==> src/shared/mtd_pkg.sv <==
// Constants for the magnetic threshold event detector: register offsets,
// field positions, reset values and widths.
// Assumes byte-wide registers reached over the device's serial register port.
// Notes on behaviour
// Event flag set when configured combination true
// Source shows current or latched triggering event
// Axis flags read zero when axis disabled
// Polarity zero positive, one negative
// Unsigned 15-bit thresholds, 0.1 uT steps
// Compare raw samples before offset correction
// Threshold split high/low; X bit7 debounce mode
// Mode one: clear counter when condition false
// Mode zero: decrement counter when condition false
// Flag set when counter reaches programmed count
// Counter saturates at programmed count
// Counter advances once per data rate period
// Hybrid mode doubles the debounce time step
// Latched flag cleared only by source read
// Logic zero: all enabled axes at/below
// Logic one: any enabled axis at/above
// Routing bit picks interrupt line one/two
// Evaluate once per new sample, hold between
package mtd_pkg;
    // Register offsets
    localparam logic [7:0] OFF_CFG = 8'h52;
    localparam logic [7:0] OFF_SRC = 8'h53;
    localparam logic [7:0] OFF_THS_X_HI = 8'h54;
    localparam logic [7:0] OFF_THS_X_LO = 8'h55;
    localparam logic [7:0] OFF_THS_Y_HI = 8'h56;
    localparam logic [7:0] OFF_THS_Y_LO = 8'h57;
    localparam logic [7:0] OFF_THS_Z_HI = 8'h58;
    localparam logic [7:0] OFF_THS_Z_LO = 8'h59;
    localparam logic [7:0] OFF_COUNT = 8'h5A;
    // Configuration fields
    localparam int CFG_LATCH_EN = 7;
    localparam int CFG_LOGIC_OR = 6;
    localparam int CFG_EN_Z = 5;
    localparam int CFG_EN_Y = 4;
    localparam int CFG_EN_X = 3;
    localparam int CFG_WAKE_EN = 2;
    localparam int CFG_INT_EN = 1;
    localparam int CFG_INT_ROUTE = 0;
    // Source fields
    localparam int SRC_ACTIVE = 7;
    localparam int SRC_Z_HIGH = 5;
    localparam int SRC_Z_POL = 4;
    localparam int SRC_Y_HIGH = 3;
    localparam int SRC_Y_POL = 2;
    localparam int SRC_X_HIGH = 1;
    localparam int SRC_X_POL = 0;
    // Debounce mode bit in the X high threshold register
    localparam int THS_HI_DBMODE = 7;
    localparam logic [7:0] THS_HI_MASK = 8'h7F;
    // Widths and reset value
    localparam int THS_W = 15;
    localparam int SAMPLE_W = 16;
    localparam int COUNT_W = 8;
    localparam logic [7:0] REG_RESET = 8'h00;
    // Threshold scale in nanotesla per step, for software reference
    localparam int THS_STEP_NT = 100;
    // Data rate ticks per debounce step in hybrid mode
    localparam int HYBRID_TICK_DIV = 2;
endpackage : mtd_pkg

==> src/rtl/mtd_axis_cmp.sv <==
// One axis comparator: magnitude of a raw signed sample against a threshold.
// Assumes the raw sample is two's complement, taken before offset correction.
`timescale 1ns/10ps
`default_nettype none
module mtd_axis_cmp #(
    parameter int SAMPLE_W = mtd_pkg::SAMPLE_W,
    parameter int THS_W = mtd_pkg::THS_W
) (
    // Sample and threshold
    input wire logic [SAMPLE_W-1:0] sample_raw,
    input wire logic [THS_W-1:0] threshold,
    // Results
    output logic at_or_below,
    output logic at_or_above,
    output logic negative
);
    logic [SAMPLE_W-1:0] magnitude;
    logic [SAMPLE_W-1:0] ths_wide;

    // Full-scale negative maps to its true magnitude, no wrap at 16 bits
    always_comb begin
        negative = sample_raw[SAMPLE_W-1];
        magnitude = negative ? SAMPLE_W'(~sample_raw + 1'b1) : sample_raw;
        ths_wide = SAMPLE_W'(threshold);
        at_or_below = (magnitude <= ths_wide);
        at_or_above = (magnitude >= ths_wide);
    end
endmodule : mtd_axis_cmp
`default_nettype wire

==> src/rtl/mtd_debounce.sv <==
// Debounce counter stepped once per effective data rate period.
// Assumes step is a one-cycle pulse and the target is stable around it.
`timescale 1ns/10ps
`default_nettype none
module mtd_debounce #(
    parameter int COUNT_W = mtd_pkg::COUNT_W
) (
    // Clock and reset
    input wire logic clk_sys,
    input wire logic reset_n,
    // Control
    input wire logic step,
    input wire logic condition,
    input wire logic clear_mode,
    input wire logic [COUNT_W-1:0] target,
    // Result
    output logic hit,
    output logic [COUNT_W-1:0] count
);
    logic [COUNT_W-1:0] count_q;
    logic [COUNT_W-1:0] count_d;

    always_comb begin
        count_d = count_q;
        hit = 1'b0;
        if (step) begin
            if (condition) begin
                // Never runs past the target, also after a lowered target
                if (count_q < target) begin
                    count_d = count_q + 1'b1;
                end else begin
                    count_d = target;
                end
                hit = (count_d == target);
            end else if (clear_mode) begin
                count_d = '0;
            end else if (count_q != '0) begin
                count_d = count_q - 1'b1;
            end
        end
    end

    always_ff @(posedge clk_sys or negedge reset_n) begin
        if (!reset_n) begin
            count_q <= '0;
        end else begin
            count_q <= count_d;
        end
    end

    assign count = count_q;
endmodule : mtd_debounce
`default_nettype wire

==> src/rtl/mtd_top.sv <==
// Magnetic threshold event detector: registers, axis compare, debounce,
// event source register and interrupt routing.
// Assumes odr_tick pulses once per system data rate period, with fresh raw
// samples on mag_*_raw in that cycle, and register strobes one cycle wide.
`timescale 1ns/10ps
`default_nettype none
module mtd_top #(
    parameter int SAMPLE_W = mtd_pkg::SAMPLE_W,
    parameter int THS_W = mtd_pkg::THS_W,
    parameter int COUNT_W = mtd_pkg::COUNT_W
) (
    // Clock and reset
    input wire logic clk_sys,
    input wire logic reset_n,
    // Register port
    input wire logic [7:0] reg_addr,
    input wire logic reg_wr_en,
    input wire logic [7:0] reg_wr_data,
    input wire logic reg_rd_en,
    output logic [7:0] reg_rd_data,
    // Sample timing and raw data
    input wire logic odr_tick,
    input wire logic hybrid_mode,
    input wire logic [SAMPLE_W-1:0] mag_x_raw,
    input wire logic [SAMPLE_W-1:0] mag_y_raw,
    input wire logic [SAMPLE_W-1:0] mag_z_raw,
    // Other interrupt sources sharing the lines
    input wire logic irq_one_other,
    input wire logic irq_two_other,
    // Event outputs
    output logic event_active_flag,
    output logic wake_event,
    output logic irq_line_one,
    output logic irq_line_two
);
    // Configuration and threshold registers
    logic [7:0] cfg_q;
    logic [7:0] cfg_d;
    logic [7:0] ths_x_hi_q;
    logic [7:0] ths_x_hi_d;
    logic [7:0] ths_x_lo_q;
    logic [7:0] ths_x_lo_d;
    logic [7:0] ths_y_hi_q;
    logic [7:0] ths_y_hi_d;
    logic [7:0] ths_y_lo_q;
    logic [7:0] ths_y_lo_d;
    logic [7:0] ths_z_hi_q;
    logic [7:0] ths_z_hi_d;
    logic [7:0] ths_z_lo_q;
    logic [7:0] ths_z_lo_d;
    logic [COUNT_W-1:0] count_tgt_q;
    logic [COUNT_W-1:0] count_tgt_d;

    // Step divider for hybrid mode
    logic hyb_phase_q;
    logic hyb_phase_d;
    logic step;

    // Source state
    logic active_q;
    logic active_d;
    logic [2:0] high_q;
    logic [2:0] high_d;
    logic [2:0] pol_q;
    logic [2:0] pol_d;

    // Read data
    logic [7:0] rd_data_q;
    logic [7:0] rd_data_d;

    // Datapath
    logic [THS_W-1:0] ths [3];
    logic [SAMPLE_W-1:0] raw [3];
    logic [2:0] below;
    logic [2:0] above;
    logic [2:0] negative;
    logic [2:0] axis_en;
    logic [2:0] axis_hit;
    logic condition;
    logic hit;
    logic src_read;
    logic [7:0] src_view;

    always_comb begin
        ths[0] = THS_W'({ths_x_hi_q[6:0], ths_x_lo_q});
        ths[1] = THS_W'({ths_y_hi_q[6:0], ths_y_lo_q});
        ths[2] = THS_W'({ths_z_hi_q[6:0], ths_z_lo_q});
        raw[0] = mag_x_raw;
        raw[1] = mag_y_raw;
        raw[2] = mag_z_raw;
        axis_en = {cfg_q[mtd_pkg::CFG_EN_Z], cfg_q[mtd_pkg::CFG_EN_Y], cfg_q[mtd_pkg::CFG_EN_X]};
    end

    // Raw samples only: offset correction happens downstream of this block
    for (genvar i = 0; i < 3; i++) begin : g_axis
        mtd_axis_cmp #(
            .SAMPLE_W(SAMPLE_W),
            .THS_W(THS_W)
        ) u_cmp (
            .sample_raw(raw[i]),
            .threshold(ths[i]),
            .at_or_below(below[i]),
            .at_or_above(above[i]),
            .negative(negative[i])
        );
    end

    // Combine the enabled axes into one event condition
    always_comb begin
        if (cfg_q[mtd_pkg::CFG_LOGIC_OR]) begin
            axis_hit = above & axis_en;
            condition = |axis_hit;
        end else begin
            axis_hit = below & axis_en;
            // No enabled axis means no event rather than a vacuous true
            condition = (|axis_en) && (&(below | ~axis_en));
        end
    end

    // Hybrid mode halves the per-sensor rate, so every other tick counts
    always_comb begin
        hyb_phase_d = hyb_phase_q;
        step = 1'b0;
        if (!hybrid_mode) begin
            hyb_phase_d = 1'b0;
            step = odr_tick;
        end else if (odr_tick) begin
            hyb_phase_d = ~hyb_phase_q;
            step = hyb_phase_q;
        end
    end

    always_ff @(posedge clk_sys or negedge reset_n) begin
        if (!reset_n) begin
            hyb_phase_q <= 1'b0;
        end else begin
            hyb_phase_q <= hyb_phase_d;
        end
    end

    mtd_debounce #(
        .COUNT_W(COUNT_W)
    ) u_debounce (
        .clk_sys(clk_sys),
        .reset_n(reset_n),
        .step(step),
        .condition(condition),
        .clear_mode(ths_x_hi_q[mtd_pkg::THS_HI_DBMODE]),
        .target(count_tgt_q),
        .hit(hit),
        .count()
    );

    // Register writes; reserved top bits of Y and Z high stay zero
    always_comb begin
        cfg_d = cfg_q;
        ths_x_hi_d = ths_x_hi_q;
        ths_x_lo_d = ths_x_lo_q;
        ths_y_hi_d = ths_y_hi_q;
        ths_y_lo_d = ths_y_lo_q;
        ths_z_hi_d = ths_z_hi_q;
        ths_z_lo_d = ths_z_lo_q;
        count_tgt_d = count_tgt_q;
        if (reg_wr_en) begin
            case (reg_addr)
                mtd_pkg::OFF_CFG: begin
                    cfg_d = reg_wr_data;
                end
                mtd_pkg::OFF_THS_X_HI: begin
                    ths_x_hi_d = reg_wr_data;
                end
                mtd_pkg::OFF_THS_X_LO: begin
                    ths_x_lo_d = reg_wr_data;
                end
                mtd_pkg::OFF_THS_Y_HI: begin
                    ths_y_hi_d = reg_wr_data & mtd_pkg::THS_HI_MASK;
                end
                mtd_pkg::OFF_THS_Y_LO: begin
                    ths_y_lo_d = reg_wr_data;
                end
                mtd_pkg::OFF_THS_Z_HI: begin
                    ths_z_hi_d = reg_wr_data & mtd_pkg::THS_HI_MASK;
                end
                mtd_pkg::OFF_THS_Z_LO: begin
                    ths_z_lo_d = reg_wr_data;
                end
                mtd_pkg::OFF_COUNT: begin
                    count_tgt_d = COUNT_W'(reg_wr_data);
                end
                default: begin
                end
            endcase
        end
    end

    always_ff @(posedge clk_sys or negedge reset_n) begin
        if (!reset_n) begin
            cfg_q <= mtd_pkg::REG_RESET;
            ths_x_hi_q <= mtd_pkg::REG_RESET;
            ths_x_lo_q <= mtd_pkg::REG_RESET;
            ths_y_hi_q <= mtd_pkg::REG_RESET;
            ths_y_lo_q <= mtd_pkg::REG_RESET;
            ths_z_hi_q <= mtd_pkg::REG_RESET;
            ths_z_lo_q <= mtd_pkg::REG_RESET;
            count_tgt_q <= COUNT_W'(mtd_pkg::REG_RESET);
        end else begin
            cfg_q <= cfg_d;
            ths_x_hi_q <= ths_x_hi_d;
            ths_x_lo_q <= ths_x_lo_d;
            ths_y_hi_q <= ths_y_hi_d;
            ths_y_lo_q <= ths_y_lo_d;
            ths_z_hi_q <= ths_z_hi_d;
            ths_z_lo_q <= ths_z_lo_d;
            count_tgt_q <= count_tgt_d;
        end
    end

    assign src_read = reg_rd_en && (reg_addr == mtd_pkg::OFF_SRC);

    // Event source state; a hit in the read cycle survives the clear
    always_comb begin
        active_d = active_q;
        high_d = high_q;
        pol_d = pol_q;
        if (src_read && cfg_q[mtd_pkg::CFG_LATCH_EN]) begin
            active_d = 1'b0;
            high_d = '0;
            pol_d = '0;
        end
        if (step) begin
            if (cfg_q[mtd_pkg::CFG_LATCH_EN]) begin
                if (hit) begin
                    active_d = 1'b1;
                    high_d = axis_hit;
                    pol_d = negative & axis_hit;
                end
            end else begin
                active_d = hit;
                high_d = hit ? axis_hit : 3'h0;
                pol_d = hit ? (negative & axis_hit) : 3'h0;
            end
        end
    end

    always_ff @(posedge clk_sys or negedge reset_n) begin
        if (!reset_n) begin
            active_q <= 1'b0;
            high_q <= 3'h0;
            pol_q <= 3'h0;
        end else begin
            active_q <= active_d;
            high_q <= high_d;
            pol_q <= pol_d;
        end
    end

    // Disabling an axis hides its flags at once, even while latched
    always_comb begin
        src_view = mtd_pkg::REG_RESET;
        src_view[mtd_pkg::SRC_ACTIVE] = active_q;
        src_view[mtd_pkg::SRC_Z_HIGH] = high_q[2] & axis_en[2];
        src_view[mtd_pkg::SRC_Z_POL] = pol_q[2] & axis_en[2];
        src_view[mtd_pkg::SRC_Y_HIGH] = high_q[1] & axis_en[1];
        src_view[mtd_pkg::SRC_Y_POL] = pol_q[1] & axis_en[1];
        src_view[mtd_pkg::SRC_X_HIGH] = high_q[0] & axis_en[0];
        src_view[mtd_pkg::SRC_X_POL] = pol_q[0] & axis_en[0];
    end

    // Read mux; unmapped offsets read zero
    always_comb begin
        rd_data_d = rd_data_q;
        if (reg_rd_en) begin
            case (reg_addr)
                mtd_pkg::OFF_CFG: begin
                    rd_data_d = cfg_q;
                end
                mtd_pkg::OFF_SRC: begin
                    rd_data_d = src_view;
                end
                mtd_pkg::OFF_THS_X_HI: begin
                    rd_data_d = ths_x_hi_q;
                end
                mtd_pkg::OFF_THS_X_LO: begin
                    rd_data_d = ths_x_lo_q;
                end
                mtd_pkg::OFF_THS_Y_HI: begin
                    rd_data_d = ths_y_hi_q;
                end
                mtd_pkg::OFF_THS_Y_LO: begin
                    rd_data_d = ths_y_lo_q;
                end
                mtd_pkg::OFF_THS_Z_HI: begin
                    rd_data_d = ths_z_hi_q;
                end
                mtd_pkg::OFF_THS_Z_LO: begin
                    rd_data_d = ths_z_lo_q;
                end
                mtd_pkg::OFF_COUNT: begin
                    rd_data_d = 8'(count_tgt_q);
                end
                default: begin
                    rd_data_d = mtd_pkg::REG_RESET;
                end
            endcase
        end
    end

    always_ff @(posedge clk_sys or negedge reset_n) begin
        if (!reset_n) begin
            rd_data_q <= mtd_pkg::REG_RESET;
        end else begin
            rd_data_q <= rd_data_d;
        end
    end

    assign reg_rd_data = rd_data_q;
    assign event_active_flag = active_q;
    assign wake_event = active_q & cfg_q[mtd_pkg::CFG_WAKE_EN];

    // Shared lines: this flag only adds to whatever else drives them
    always_comb begin
        irq_line_one = irq_one_other;
        irq_line_two = irq_two_other;
        if (cfg_q[mtd_pkg::CFG_INT_EN] && active_q) begin
            if (cfg_q[mtd_pkg::CFG_INT_ROUTE]) begin
                irq_line_one = 1'b1;
            end else begin
                irq_line_two = 1'b1;
            end
        end
    end
endmodule : mtd_top
`default_nettype wire

==> config.mk <==
export PLATFORM = sky130hd
export DESIGN_NAME = mtd_top
export DESIGN_NICKNAME = d
export VERILOG_FILES = /design/src/shared/mtd_pkg.sv /design/src/rtl/mtd_axis_cmp.sv /design/src/rtl/mtd_debounce.sv /design/src/rtl/mtd_top.sv
export SDC_FILE = /design/constraint.sdc
export NUM_CORES = 1
export LEC_CHECK = 0
export ABC_AREA = 1
export BUFFER_PORTS_ARGS = -buffer_cell sky130_fd_sc_hd__buf_2
export CAP_MARGIN = 20
export CORE_MARGIN = 3
export CORE_UTILIZATION = 50
export CTS_CLUSTER_DIAMETER = 100
export CTS_CLUSTER_SIZE = 40
export DETAILED_ROUTE_END_ITERATION = 8
export PLACE_DENSITY = 0.7
export SETUP_SLACK_MARGIN = 0.5
export SLEW_MARGIN = 20
export SYNTH_ARGS = -nofsm -noshare
export SYNTH_HDL_FRONTEND = slang
export SYNTH_SLANG_ARGS = --single-unit
==> constraint.sdc <==
create_clock -name clk_sys -period 4.25 [get_ports clk_sys]
set_input_delay 0.85 -clock clk_sys [delete_from_list [all_inputs] [get_ports clk_sys]]
set_output_delay 0.85 -clock clk_sys [all_outputs]
set_load 0.03 [all_outputs]
==> flow_summary.ini <==
[outcome]
status = finished clean

[grt]
grt.total_usage_pct = 24.4
grt_overflow = 0
antenna_found_initial = 0
grt_max_degree = 62
grt_pass1_wl_um = 31400
grt_pass1_vias = 6304

[routing]
drtAntennaViolNets = 0
first_pass_iters = 5
num_vias = 6898
drt-wirelength-per-cell_um = 14.9
wl_um = 19300
drtIter0Drc = 548
drc = 0
vias_per_cell = 5.32

[critical_path]
timing.rr.start = count_tgt_q[7]
crit_path_end_kind = flop
timing.rr.end = high_q[2]
required_ns = 4.49
r2r_slack_ns = 1.79
cp-endpoint = high_q[2]
reg2reg_depth = 14
critPathMaxFanout = 7
startpoint_type = input port
critPathKind = input port to flop
arrival_ns = 3.86
crit_start = mag_z_raw[0]

[yosys]
yosys.area.top_type = dfrtp_1
synth_top_area_share_pct = 29.7
ys_ff_latch = 86
synth_edf_count = 0
async_reset_ff_share_pct = 100
synth_cell_type_count = 45
syn_nets = 1165
syn_area_sq_mm = 0.00724
yosys_most_used_dff = dfrtp_1
postSynthAreaPerCell_sq_um = 6.99
synthTopCellsByArea = dfrtp_1 30%, nand2_1 15%, ha_1 10%
yosysWarnings = 0
synth_seq_area_share_pct = 29.7
postSynthCellCount = 1035

[power_and_ir_drop]
switching_share_pct = 40.0
cellPowerDensity_mw_per_mm2 = 378
combPwrFrac_pct = 40.9
fin_total_pwr_mw = 3.16
ir_drop_mv = 0.210
cellLeakagePower_nw = 4.12
p_seq_share_pct = 32.1
power_switching_mw = 1.26
internal_power_mw = 1.90
p_clk_share_pct = 26.9

[final_layout]
drive_gt1_share_pct = 17.8
final_common_cell = nand2_1
layout_common_cells = 278 x nand2_1, 143 x inv_1, 94 x o21ai_0
nFillCells = 1339
nets = 1243
area_delta_synth_final_pct = 15.4
antenna_cells_inserted = 0

[clock_tree]
cts_tree = built
cts_root_buf = clkbuf_16
clockBufferDepth = 2
clock_sinks = 86
cts_hold_buffers = 0
clk_pin_slew_ns = 0.06
cts_buffers = 9
clock_latency_ns = 0.35
htree_levels = 3

[timing]
rsz0062_at_grt = yes
finalHoldViolCount = 0
slew-limit-headroom_pct = 34.9
worst_clock_skew_ns = 0.00700
fin_crit_sh_pct = 85.3
setup_violations = 0
min_period_ns = 3.63
fmax_ghz = 0.276
tightest_slew_ns = 0.977
slew_violations = 0
setup_tns_ns = 0

[floorplan]
die_h_um = 126
die_area_sq_mm = 0.0160
core-area_sq_mm = 0.0140
fp.dieW_um = 126
io_pins = 84
row_count = 43
initial_core_util_pct = 51.6

[worst_hold_path]
hp-start = ths_z_hi_q[5]
min_path_type = flop to flop

[flow_run]
maxCapViolCount = 0

[placement]
dp_hpwl_um = 15100
place_congestion = 0.898
io_buffer_count = 83
-- registers in the layout (all words and copies together), names as in the netlist --
signal and count:
cfg_q 8, count_tgt_q 8, event_active_flag 1, high_q 3
hyb_phase_q 1, pol_q 3, reg_rd_data 8, ths_x_hi_q 8
ths_x_lo_q 8, ths_y_hi_q 7, ths_y_lo_q 8, ths_z_hi_q 7
ths_z_lo_q 8, u_debounce.count 8
-- area by class of cell --
class                   instances  area, sq um  share of cell area [%]
clock buffers                  10          239                    2.86
well taps                     180          225                    2.70
multi-input cells             769         4560                    54.6
inverters                     154          586                    7.01
clock inverters                 4         72.6                   0.869
repair buffers                 93          517                    6.19
flip-flops and latches         86         2150                    25.8
-- routing by layer --
metal / global-route usage [%] / up-vias / routed length (um)
met5: 0 / - / 0
met4: 7.38 / 0 / 425
met3: 3.41 / 34 / 1260
met2: 38.7 / 216 / 8650
met1: 34.9 / 3141 / 9000
li1: - / 3507 / -
-- cells by family after synthesis --
group,after synthesis,share of synthesized area (%)
mux,8,1.24
xor+xnor,48,5.81
compound gates,162,12.5
buf+inv,182,9.64
flops,86,29.7
simple gates,491,31.1
fa+ha+maj,58,10.0
-- worst min-delay path by stage --
stage                     to  slack (ns)  cells after the start
6_report       ths_z_hi_q[5]        0.48                      2
5_1_grt        ths_x_hi_q[1]        0.52                      2
4_1_cts        ths_x_hi_q[4]        0.49                      2
3_5_place_dp   ths_x_hi_q[4]        0.47                      2
3_3_place_gp   ths_x_hi_q[2]        0.47                      2
2_1_floorplan  ths_x_hi_q[0]        0.45                      2
-- synthesized netlist by cell type, types with 6 or more instances --
cell type / instances
buf_2: 9
nor2_1: 67
ha_1: 58
clkbuf_1: 16
o21bai_1: 6
xor2_1: 36
inv_1: 146
mux2_2: 8
o22ai_1: 9
nand2_2: 7
nand2_1: 291
nand3_2: 6
nor2_2: 6
xnor2_1: 12
inv_2: 8
nor3_1: 6
nand4_1: 23
a21oi_1: 26
nand3_1: 55
dfrtp_1: 86
o21ai_0: 97
-- stage by stage --
stage / instances / area, sq um / util (%) / worst slack, ns / hold slack, ns
detailed placement: 1275 / 7800 / 55.5 / 0.0760 / 0.473
global placement: 1275 / 7800 / 55.5 / 0.146 / 0.465
floorplan: 1035 / 7240 / - / 0.541 / 0.453
global route: 1296 / 8350 / 59.5 / 0.382 / 0.520
CTS: 1289 / 8120 / 57.8 / 0.502 / 0.489
finish: 1296 / 8350 / 59.5 / 0.625 / 0.483
-- critical path, stage by stage --
cell,delay [ns]
buf_2,0.09
inv_1,0.10
ha_1,0.18
inv_1,0.07
nor4_2,0.24
inv_1,0.09
nor2_2,0.17
nand2_2,0.10
o21ai_2,0.14
xor2_1,0.15
ha_1,0.26
a21oi_1,0.14
nand2_1,0.07
nor2_1,0.15
nand3_1,0.19
nand2_1,0.16
nand4_4,0.18
buf_4,0.21
nand3_4,0.13
nand2_2,0.07
nand3_2,0.05
nand2_1,0.07
-- what timing repair did --
| item | CTS | global route |
|---|---|---|
| cloned | 0 | 2 |
| buffers inserted | 0 | 5 |
| resized for setup | 1 | 50 |
| pin swaps | 0 | 27 |
| setup endpoints to repair | 14 | 15 |
-- power groups by stage --
stage / combinational, mW / sequential, mW / clock [mW]
floorplan: 1.01 / 0.957 / 0
finish: 1.29 / 1.02 / 0.850
detailed placement: 1.25 / 1.02 / 0
global placement: 1.23 / 1.02 / 0
CTS: 1.25 / 1.01 / 0.852
global route: 1.48 / 1.03 / 0.890
Note: power is estimated with default switching activity, not from simulation.
